**config.mk**
```make
export PLATFORM = sky130hd
export DESIGN_NAME = psm_phy_regs
export DESIGN_NICKNAME = d
export VERILOG_FILES = /design/src/pkg/psm_pkg.sv /design/src/pkg/psm_sym_if.sv /design/src/verilog/psm_sym_counter.sv /design/src/verilog/psm_xover_dec.sv /design/src/verilog/psm_phy_regs.sv
export SDC_FILE = /design/constraint.sdc
export NUM_CORES = 1
export LEC_CHECK = 0
export BUFFER_PORTS_ARGS = -buffer_cell sky130_fd_sc_hd__buf_2
export CAP_MARGIN = 0
export CORE_MARGIN = 4
export CORE_UTILIZATION = 39
export DETAILED_ROUTE_END_ITERATION = 8
export PLACE_DENSITY_LB_ADDON = 0.2
export SKIP_LAST_GASP = 1
export SYNTH_ARGS = -nofsm -noshare
export SYNTH_HDL_FRONTEND = slang
export SYNTH_SLANG_ARGS = --single-unit
```
**constraint.sdc**
```tcl
create_clock -name pclk -period 1.6 [get_ports pclk]
set_input_delay 0.08 -clock pclk [delete_from_list [all_inputs] [get_ports pclk]]
set_output_delay 0.08 -clock pclk [all_outputs]
set_load 0.05 [all_outputs]
```
**src/pkg/psm_pkg.sv**
```systemverilog
// Register map, field layout and mode codes for the PHY status/crossover/cable bank
package psm_pkg;
    // Register indexes; byte address is four times the index
    localparam logic [7:0]  IDX_BASIC_CTRL   = 8'h00;
    localparam logic [7:0]  IDX_SYM_ERR      = 8'h1A;
    localparam logic [7:0]  IDX_XOVER_CTRL   = 8'h1B;
    localparam logic [7:0]  IDX_CABLE_LEN    = 8'h1C;
    localparam logic [7:0]  IDX_RESET_CTRL   = 8'h40;
    localparam int          IDX_LSB          = 2;
    localparam int          IDX_MSB          = 9;

    // Basic control and reset control fields
    localparam int          SOFT_RESET_BIT   = 15;
    localparam int          PHY_RESET_BIT    = 1;
    localparam logic        SOFT_RESET_RST   = 1'b0;

    // Crossover / polarity register fields
    localparam int          XO_SRC_BIT       = 15;
    localparam int          XO_EN_BIT        = 14;
    localparam int          XO_STATE_BIT     = 13;
    localparam int          HB_OFF_BIT       = 11;
    localparam int          RX_POL_BIT       = 4;
    localparam logic        XO_SRC_RST       = 1'b0;
    localparam logic        XO_EN_RST        = 1'b0;
    localparam logic        XO_STATE_RST     = 1'b0;
    localparam logic        HB_OFF_RST       = 1'b0;
    localparam logic        RX_POL_RST       = 1'b0;

    // Cable length register fields
    localparam int          CBL_LSB          = 12;
    localparam int          CBL_MSB          = 15;
    localparam int          CBL_RSV_MSB      = 11;
    localparam logic [3:0]  CBL_LEN_RST      = 4'h0;
    localparam logic [11:0] CBL_RSV_RST      = 12'h400;

    // Symbol error counter
    localparam int          SYM_CNT_W        = 16;
    localparam logic [15:0] SYM_CNT_RST      = 16'h0000;

    typedef enum logic [1:0] {
        PSM_XO_AUTO     = 2'b00,
        PSM_XO_STRAIGHT = 2'b01,
        PSM_XO_CROSS    = 2'b10
    } psm_xover_t;
endpackage

```
**src/pkg/psm_sym_if.sv**
```systemverilog
// Carrier between the register bank and the symbol error counter
`timescale 1ns/1ps
interface psm_sym_if #(
    parameter int CNT_W = 16
);
    logic             in_pkt;
    logic             sym_err;
    logic             ten_mode;
    logic [CNT_W-1:0] count;

    modport cnt (
        input  in_pkt,
        input  sym_err,
        input  ten_mode,
        output count
    );
    modport src (
        output in_pkt,
        output sym_err,
        output ten_mode,
        input  count
    );
endinterface

```
**src/verilog/psm_sym_counter.sv**
```systemverilog
// Symbol error counter: one count per packet, wraps, idle in 10BASE-T
`timescale 1ns/1ps
module psm_sym_counter #(
    parameter int CNT_W = 16
) (
    input  wire logic pclk,
    input  wire logic presetn,
    psm_sym_if.cnt    bus
);
    logic [CNT_W-1:0] cnt_r;
    logic             seen_r;

    initial begin
        if (CNT_W < 1) begin
            $error("CNT_W must be at least 1");
        end
    end

    assign bus.count = cnt_r;

    // Idle errors outside a packet count each time; inside, only the first
    always_ff @(posedge pclk or negedge presetn) begin
        if (!presetn) begin
            cnt_r <= CNT_W'(psm_pkg::SYM_CNT_RST);
        end else if (bus.sym_err && !bus.ten_mode && !(bus.in_pkt && seen_r)) begin
            cnt_r <= cnt_r + 1'b1;
        end
    end

    always_ff @(posedge pclk or negedge presetn) begin
        if (!presetn) begin
            seen_r <= 1'b0;
        end else if (!bus.in_pkt) begin
            seen_r <= 1'b0;
        end else if (bus.sym_err) begin
            seen_r <= 1'b1;
        end
    end
endmodule

```
**src/verilog/psm_xover_dec.sv**
```systemverilog
// Decodes crossover control bits into the active crossover mode
`timescale 1ns/1ps
module psm_xover_dec (
    input  wire logic              pclk,
    input  wire logic              presetn,
    input  wire logic              src_sel,
    input  wire logic              man_en,
    input  wire logic              man_state,
    output psm_pkg::psm_xover_t    mode
);
    psm_pkg::psm_xover_t mode_r;
    psm_pkg::psm_xover_t mode_nxt;

    assign mode = mode_r;

    always_comb begin
        mode_nxt = psm_pkg::PSM_XO_AUTO;
        if (src_sel) begin
            case ({man_en, man_state})
                2'b00:   mode_nxt = psm_pkg::PSM_XO_STRAIGHT;
                2'b01:   mode_nxt = psm_pkg::PSM_XO_CROSS;
                2'b10:   mode_nxt = psm_pkg::PSM_XO_AUTO;
                // Reserved pair falls back to automatic, the safest link choice
                default: mode_nxt = psm_pkg::PSM_XO_AUTO;
            endcase
        end
    end

    always_ff @(posedge pclk or negedge presetn) begin
        if (!presetn) begin
            mode_r <= psm_pkg::PSM_XO_AUTO;
        end else begin
            mode_r <= mode_nxt;
        end
    end
endmodule

```
**src/verilog/psm_phy_regs.sv**
```systemverilog
// APB register bank: symbol errors, crossover control, polarity, cable length
//
// Summary of operation
// - Count invalid received code symbols, idle symbols included.
// - Add at most one count per received packet.
// - Counter wraps to zero past its maximum.
// - Reads leave the count alone; only reset clears it, to zero.
// - No counting while the port runs 10BASE-T.
// - Source select 0 means automatic crossover; 1 uses manual bits.
// - Manual pair 00 straight, 01 crossover, 10 automatic.
// - Heartbeat disable defaults to 0; writing 1 suppresses heartbeat test.
// - Read-only bit 4 shows 10BASE-T receive polarity, 1 reversed.
// - PHY reset restores crossover and heartbeat bits, only with soft reset set.
// - Bits 15:12 hold read-only cable length for fault-free 100BASE-TX, reset 0.
// - No cable length estimate on 10BASE-T links.
`timescale 1ns/1ps
module psm_phy_regs #(
    parameter int ADDR_W = 12
) (
    input  wire logic        pclk,
    input  wire logic        presetn,
    input  wire logic [ADDR_W-1:0] paddr,
    input  wire logic        psel,
    input  wire logic        penable,
    input  wire logic        pwrite,
    input  wire logic [31:0] pwdata,
    input  wire logic [3:0]  pstrb,
    output logic      [31:0] prdata,
    output logic             pready,
    output logic             pslverr,
    input  wire logic        rx_in_packet,
    input  wire logic        rx_symbol_invalid,
    input  wire logic        link_is_10base_t,
    input  wire logic        rx_polarity_reversed,
    input  wire logic [3:0]  cable_length_estimate,
    input  wire logic        cable_fault,
    output logic      [1:0]  crossover_mode,
    output logic             heartbeat_test_disable
);
    logic [31:0] prdata_r;
    logic        pready_r;
    logic        pslverr_r;
    logic [31:0] rdata_nxt;
    logic        hit_nxt;

    logic        soft_reset_r;
    logic        src_sel_r;
    logic        man_en_r;
    logic        man_state_r;
    logic        hb_off_r;
    logic        rx_pol_r;
    logic [3:0]  cbl_len_r;
    logic [11:0] cbl_rsv_r;

    logic [7:0]  idx;
    logic        upper_zero;
    logic        aligned;
    logic        wr_en;
    logic        wr_lo;
    logic        wr_hi;
    logic        phy_reset;
    logic [15:0] xo_word;

    psm_pkg::psm_xover_t xo_mode;

    psm_sym_if #(.CNT_W(psm_pkg::SYM_CNT_W)) sym_bus ();

    initial begin
        if (ADDR_W < psm_pkg::IDX_MSB + 1) begin
            $error("ADDR_W too small for the register map");
        end
    end

    assign prdata                 = prdata_r;
    assign pready                 = pready_r;
    assign pslverr                = pslverr_r;
    assign heartbeat_test_disable = hb_off_r;
    assign crossover_mode         = xo_mode;

    // Address decode: word aligned, nothing above the index field
    assign idx        = paddr[psm_pkg::IDX_MSB:psm_pkg::IDX_LSB];
    assign aligned    = (paddr[1:0] == 2'b00);
    assign upper_zero = (paddr >> (psm_pkg::IDX_MSB + 1)) == '0;

    // Write lands only at the edge the master sees pready high
    assign wr_en = psel && penable && pready_r && pwrite && hit_nxt;
    assign wr_lo = wr_en && pstrb[0];
    assign wr_hi = wr_en && pstrb[1];

    // PHY reset takes effect only while the soft reset bit is armed
    assign phy_reset = wr_lo && (idx == psm_pkg::IDX_RESET_CTRL)
                       && pwdata[psm_pkg::PHY_RESET_BIT] && soft_reset_r;

    always_comb begin
        hit_nxt = 1'b0;
        if (aligned && upper_zero) begin
            case (idx)
                psm_pkg::IDX_BASIC_CTRL: hit_nxt = 1'b1;
                psm_pkg::IDX_SYM_ERR:    hit_nxt = 1'b1;
                psm_pkg::IDX_XOVER_CTRL: hit_nxt = 1'b1;
                psm_pkg::IDX_CABLE_LEN:  hit_nxt = 1'b1;
                psm_pkg::IDX_RESET_CTRL: hit_nxt = 1'b1;
                default:                 hit_nxt = 1'b0;
            endcase
        end
    end

    always_comb begin
        xo_word                         = 16'h0000;
        xo_word[psm_pkg::XO_SRC_BIT]    = src_sel_r;
        xo_word[psm_pkg::XO_EN_BIT]     = man_en_r;
        xo_word[psm_pkg::XO_STATE_BIT]  = man_state_r;
        xo_word[psm_pkg::HB_OFF_BIT]    = hb_off_r;
        xo_word[psm_pkg::RX_POL_BIT]    = rx_pol_r;
    end

    // Read mux; unmapped addresses return zero with an error
    always_comb begin
        rdata_nxt = 32'h0000_0000;
        if (hit_nxt) begin
            case (idx)
                psm_pkg::IDX_BASIC_CTRL:
                    rdata_nxt[psm_pkg::SOFT_RESET_BIT] = soft_reset_r;
                psm_pkg::IDX_SYM_ERR:
                    rdata_nxt[15:0] = sym_bus.count;
                psm_pkg::IDX_XOVER_CTRL:
                    rdata_nxt[15:0] = xo_word;
                psm_pkg::IDX_CABLE_LEN:
                    rdata_nxt[15:0] = {cbl_len_r, cbl_rsv_r};
                default:
                    rdata_nxt = 32'h0000_0000;
            endcase
        end
    end

    // One wait-free access phase: answer prepared during setup
    always_ff @(posedge pclk or negedge presetn) begin
        if (!presetn) begin
            pready_r <= 1'b0;
        end else begin
            pready_r <= psel && !penable;
        end
    end

    always_ff @(posedge pclk or negedge presetn) begin
        if (!presetn) begin
            prdata_r  <= 32'h0000_0000;
            pslverr_r <= 1'b0;
        end else if (psel && !penable) begin
            prdata_r  <= pwrite ? 32'h0000_0000 : rdata_nxt;
            pslverr_r <= !hit_nxt;
        end else if (!psel) begin
            prdata_r  <= 32'h0000_0000;
            pslverr_r <= 1'b0;
        end
    end

    always_ff @(posedge pclk or negedge presetn) begin
        if (!presetn) begin
            soft_reset_r <= psm_pkg::SOFT_RESET_RST;
        end else if (wr_hi && idx == psm_pkg::IDX_BASIC_CTRL) begin
            soft_reset_r <= pwdata[psm_pkg::SOFT_RESET_BIT];
        end
    end

    // Crossover and heartbeat controls; PHY reset beats a concurrent write
    always_ff @(posedge pclk or negedge presetn) begin
        if (!presetn) begin
            src_sel_r   <= psm_pkg::XO_SRC_RST;
            man_en_r    <= psm_pkg::XO_EN_RST;
            man_state_r <= psm_pkg::XO_STATE_RST;
        end else if (phy_reset) begin
            src_sel_r   <= psm_pkg::XO_SRC_RST;
            man_en_r    <= psm_pkg::XO_EN_RST;
            man_state_r <= psm_pkg::XO_STATE_RST;
        end else if (wr_hi && idx == psm_pkg::IDX_XOVER_CTRL) begin
            src_sel_r   <= pwdata[psm_pkg::XO_SRC_BIT];
            man_en_r    <= pwdata[psm_pkg::XO_EN_BIT];
            man_state_r <= pwdata[psm_pkg::XO_STATE_BIT];
        end
    end

    always_ff @(posedge pclk or negedge presetn) begin
        if (!presetn) begin
            hb_off_r <= psm_pkg::HB_OFF_RST;
        end else if (phy_reset) begin
            hb_off_r <= psm_pkg::HB_OFF_RST;
        end else if (wr_hi && idx == psm_pkg::IDX_XOVER_CTRL) begin
            hb_off_r <= pwdata[psm_pkg::HB_OFF_BIT];
        end
    end

    // Polarity is only meaningful in 10BASE-T; shown as the receiver reports it
    always_ff @(posedge pclk or negedge presetn) begin
        if (!presetn) begin
            rx_pol_r <= psm_pkg::RX_POL_RST;
        end else begin
            rx_pol_r <= rx_polarity_reversed;
        end
    end

    // Estimate tracks only fault-free 100BASE-TX; cleared in 10BASE-T
    always_ff @(posedge pclk or negedge presetn) begin
        if (!presetn) begin
            cbl_len_r <= psm_pkg::CBL_LEN_RST;
        end else if (link_is_10base_t) begin
            cbl_len_r <= psm_pkg::CBL_LEN_RST;
        end else if (!cable_fault) begin
            cbl_len_r <= cable_length_estimate;
        end
    end

    // Reserved cable bits are plain storage; pattern is software's duty
    always_ff @(posedge pclk or negedge presetn) begin
        if (!presetn) begin
            cbl_rsv_r <= psm_pkg::CBL_RSV_RST;
        end else if (wr_en && idx == psm_pkg::IDX_CABLE_LEN) begin
            if (pstrb[0]) begin
                cbl_rsv_r[7:0] <= pwdata[7:0];
            end
            if (pstrb[1]) begin
                cbl_rsv_r[psm_pkg::CBL_RSV_MSB:8] <= pwdata[psm_pkg::CBL_RSV_MSB:8];
            end
        end
    end

    assign sym_bus.in_pkt   = rx_in_packet;
    assign sym_bus.sym_err  = rx_symbol_invalid;
    assign sym_bus.ten_mode = link_is_10base_t;

    psm_sym_counter #(
        .CNT_W (psm_pkg::SYM_CNT_W)
    ) u_sym_counter (
        .pclk    (pclk),
        .presetn (presetn),
        .bus     (sym_bus)
    );

    psm_xover_dec u_xover_dec (
        .pclk      (pclk),
        .presetn   (presetn),
        .src_sel   (src_sel_r),
        .man_en    (man_en_r),
        .man_state (man_state_r),
        .mode      (xo_mode)
    );
endmodule

```
==> results.md <==
Global routing:
- The number of antenna violations at the first check in global routing is 0.
- The total routing resource utilization after global routing is between 15 and 20%.
- The first global-routing pass estimated 11100 um of wire.
- The number of global-route vias before repair is between 2000 and 2500.
- After global routing the overflow that remains totals 0.
- Entering global routing, the biggest net connects 45 pins.

Clock network:
- CTS saw just under 60 sinks.
- Clock tree synthesis inserted a total of 9 buffers.
- Counting along the longest clock path gives a buffer depth of 2.
- CTS built an H-tree with a depth of 3.
- The worst-skew pair later-pin latency is about 0.33 ns.
- Clock-pin slew was measured on the worst setup and hold paths at around 0.060 ns.
- The CTS tree is done.
- The buffer cell driving the clock tree root is clkbuf_8.

Critical path:
- In this run the critical register-to-register path is launched from pready.
- For this design, the slowest cell found on the critical path is dlygate4sd3_1.
- The type of element launching the critical path is a primary input.
- Data arrives at the worst endpoint at between 1.5 and 2 ns.
- On the worst path, the slowest cell contributes a delay of between 0.5 and 0.6 ns.
- In this run the worst path has a maximum fanout of 8.
- The critical path required time is roughly 1.8 ns.
- In this run the worst setup path begins at penable.
- Walking the worst path, the cells encountered are dlygate4sd3_1 > buf_4 > and4_1 > nand3_1 > and2b_2 > buf_12 > mux2_4.
- The worst setup path is captured at a flop.
- The worst setup path is of the primary input to flop kind.

Placed design:
- The number of buffers added on ports is 63.
- The last weighted congestion value of the routability-driven placer is between 0.7 and 0.8.
- The half-perimeter wire length after placement is 4990 um.
- The instance area at placement is ~0.0033 mm^2.

Yosys:
- The synthesized design contains 0 enable-type register cells.
- Ranked by total cell area, the synthesized netlist is headed by dfrtp_1 (52%), mux2_2 (7.6%), buf_4 (4.5%), a22oi_1 (4.3%), o21ai_0 (3.7%).
- Sorting the synthesized cells by how often they occur yields dfrtp_1 (58), nand2_1 (23), o21ai_0 (21).
- The post-synthesis sequential element count is 59.
- The share of the synthesized area in the top cell type is 51.6%.
- The most used flip-flop cell after synthesis is dfrtp_1.
- Sequential cells were found to cover 52.5% of the synthesized design area.
- Counting distinct cell types in the post-synthesis netlist gives slightly above 40.
- Summing every instance area after synthesis gives approximately 0.0028 mm^2.
- The number of warnings printed during yosys synthesis is 0.
- dfrtp_1 is the most common cell in the netlist.
- Counting every instance in the synthesized netlist gives 252.
- The mean instance size in the synthesized netlist is 11.2 um^2.
- Of all flip-flops after synthesis, the portion carrying an async set or reset was 100%.
- The dominant cell type by area after synthesis is dfrtp_1.

Pwr:
- The peak supply drop is approximately 550 uV.
- The leakage component of the power is 1.82 nW.
- The design draws ~3.4 mW.
- Power spread over the standard cell area amounts to ~910 mW/mm^2.

Layout:
- 0 antenna diodes ended up in the layout.
- The fraction of the core area covered by cells at the end of the flow is between 50% and 60%.
- From synthesis to final layout, the design area changed by 32.2%.
- The fraction of layout instances using a drive strength above 1 is approximately 35%.
- Summing all non-filler instances in the final layout gives an area of around 0.0037 mm^2.
- The layout net count is 417.
- The filler cell count is ~660.

Detailed routing:
- For this block, the initial DRC count from the detailed router was 116.
- The number of detailed-route iterations in the first pass is 4.
- The number of nets with antenna violations after detailed routing is 0.
- In the routed layout, each cell is associated on average with a via count of approximately 4.9.
- The routed length per instance is 14.4 um.
- After detailed routing, the number of remaining DRC violations is 0.
- The detailed-route via count is roughly 2200.
- Wires add up to approximately 6600 um.

STA:
- The setup skew after layout is roughly 0.0092 ns.
- In the finished design, the share of the clock period the worst path needs comes to 96.3%.
- Setup violations remaining at the end of the flow were counted as 0.
- Setup repair after global routing could not meet its margin everywhere.
- The number of hold-slack violations in the final timing report is 0.
- Derived from the worst setup path, the maximum achievable clock frequency is ~650 MHz.
- The max-slew violation count is 0.
- Counting I/O delays and the setup requirement, the final critical path takes about 1.5 ns.
- The sum of negative setup slack is 0 ns.

Job:
- The count of max-cap constraint violations is 0.

Floorplan:
- The number of standard-cell rows in the floorplan is 30.
- The die covers ~0.0086 mm^2.
- The total area inside the core boundary comes to 0.00691 mm^2.
- The count of boundary I/O pins is 99.
- The floorplan step set the die height to just over 90 um.
- The initial cell density of the core is between 40% and 50%.
- The die is 92.9 um wide.

Worst hold path:
- The classification of the worst-slack hold path is primary input to flop.
- In this run the most critical hold path is launched from cable_length_estimate[2].

Outcome:
- The run finished with clean final reports.
==> power by group <==
part | switching [mW] | leakage, nW | total [mW] | internal (mW)
Clock | 0.565 | 0.0884 | 1.21 | 0.641
Combinational | 0.281 | 0.937 | 0.500 | 0.219
Sequential | 0.105 | 0.796 | 1.69 | 1.58
Total | 0.951 | 1.82 | 3.39 | 2.44
==> layout by cell type, fill, tap and decap left out, types with 10 or more instances in the layout <==
cell and instances:
o21ai_0 15, buf_4 18, xnor2_1 10, conb_1 16
a22oi_1 16, nand2_1 23, dfrtp_1 57, dlygate4sd3_1 19
clkbuf_8 11, mux2_2 11, buf_2 62
==> final cells by class <==
| class | count | area (um^2) | share of cell area, % |
|---|---|---|---|
| multi-input cells | 176 | 1240 | 33.3 |
| inverters | 7 | 26.3 | 0.706 |
| clock buffers | 12 | 155 | 4.17 |
| flip-flops and latches | 59 | 1480 | 39.8 |
| clock inverters | 4 | 25.0 | 0.673 |
| well taps | 96 | 120 | 3.23 |
| repair buffers | 101 | 676 | 18.2 |
==> state kept, by name, indices dropped and copies added (netlist names) <==
name                     flops
pslverr                      1
pready                       1
u_sym_counter.bus.count     16
u_xover_dec.mode             2
cbl_rsv_r                   12
heartbeat_test_disable       1
prdata                      16
man_state_r                  1
soft_reset_r                 1
rx_pol_r                     1
cbl_len_r                    4
man_en_r                     1
src_sel_r                    1
u_sym_counter.seen_r         1
==> per-stage QoR <==
stage	setup WS, ns	cells	hold WS (ns)
floorplan	-0.0413	267	-0.216
global placement	-0.163	420	0.0220
detailed placement	-0.160	420	0.0271
CTS	0.0230	455	0.00268
global route	-0.0162	455	0.0110
finish	0.0596	455	0.0129
==> critical path, delay by kind of cell <==
| family | cells | cell delay [ns] |
|---|---|---|
| simple gates | 3 | 0.58 |
| buf+inv | 3 | 0.79 |
| mux | 1 | 0.30 |
==> kinds of logic (layout without fill, tap and decap cells) <==
family                     Yosys count  count (layout)  share of synthesized area, %
buffers and inverters               32             124                          7.07
AOI/OAI and AO/OA                   45              45                          10.7
DFF                                 59              59                          52.5
other                                1              16                         0.133
muxes                               27              27                          10.4
xor gates and xnor gates            15              15                          4.67
adders and majority gates            1               1                         0.445
and+or+nand+nor                     72              72                          14.0
==> final timing paths <==
path | endpoint | slack [ns] | cells past startpoint
min | cbl_len_r[2] | 0.01 | 3
max | cbl_rsv_r[4] | 0.06 | 7
min in group asynchronous | prdata[9] | 0.20 | 2
max in group asynchronous | cbl_rsv_r[10] | 0.80 | 3
min reg2reg | prdata[8] | 0.48 | 2
max reg2reg | cbl_rsv_r[4] | 0.09 | 5
==> timing repair <==
item	4_1_cts	5_1_grt
setup buffers	0	0
endpoints found under the hold margin	34	0
resized for setup	0	12
setup endpoints to repair	0	26
hold buffers	19	0
==> metal layers <==
layer / GRT usage [%] / vias up / wire [um]
met5: 0 / - / 0
met4: 6.72 / 0 / 85
met3: 3.41 / 7 / 310
met2: 28.0 / 56 / 3350
met1: 20.7 / 1086 / 2820
li1: - / 1066 / -
(Power assumes the default switching activity.)
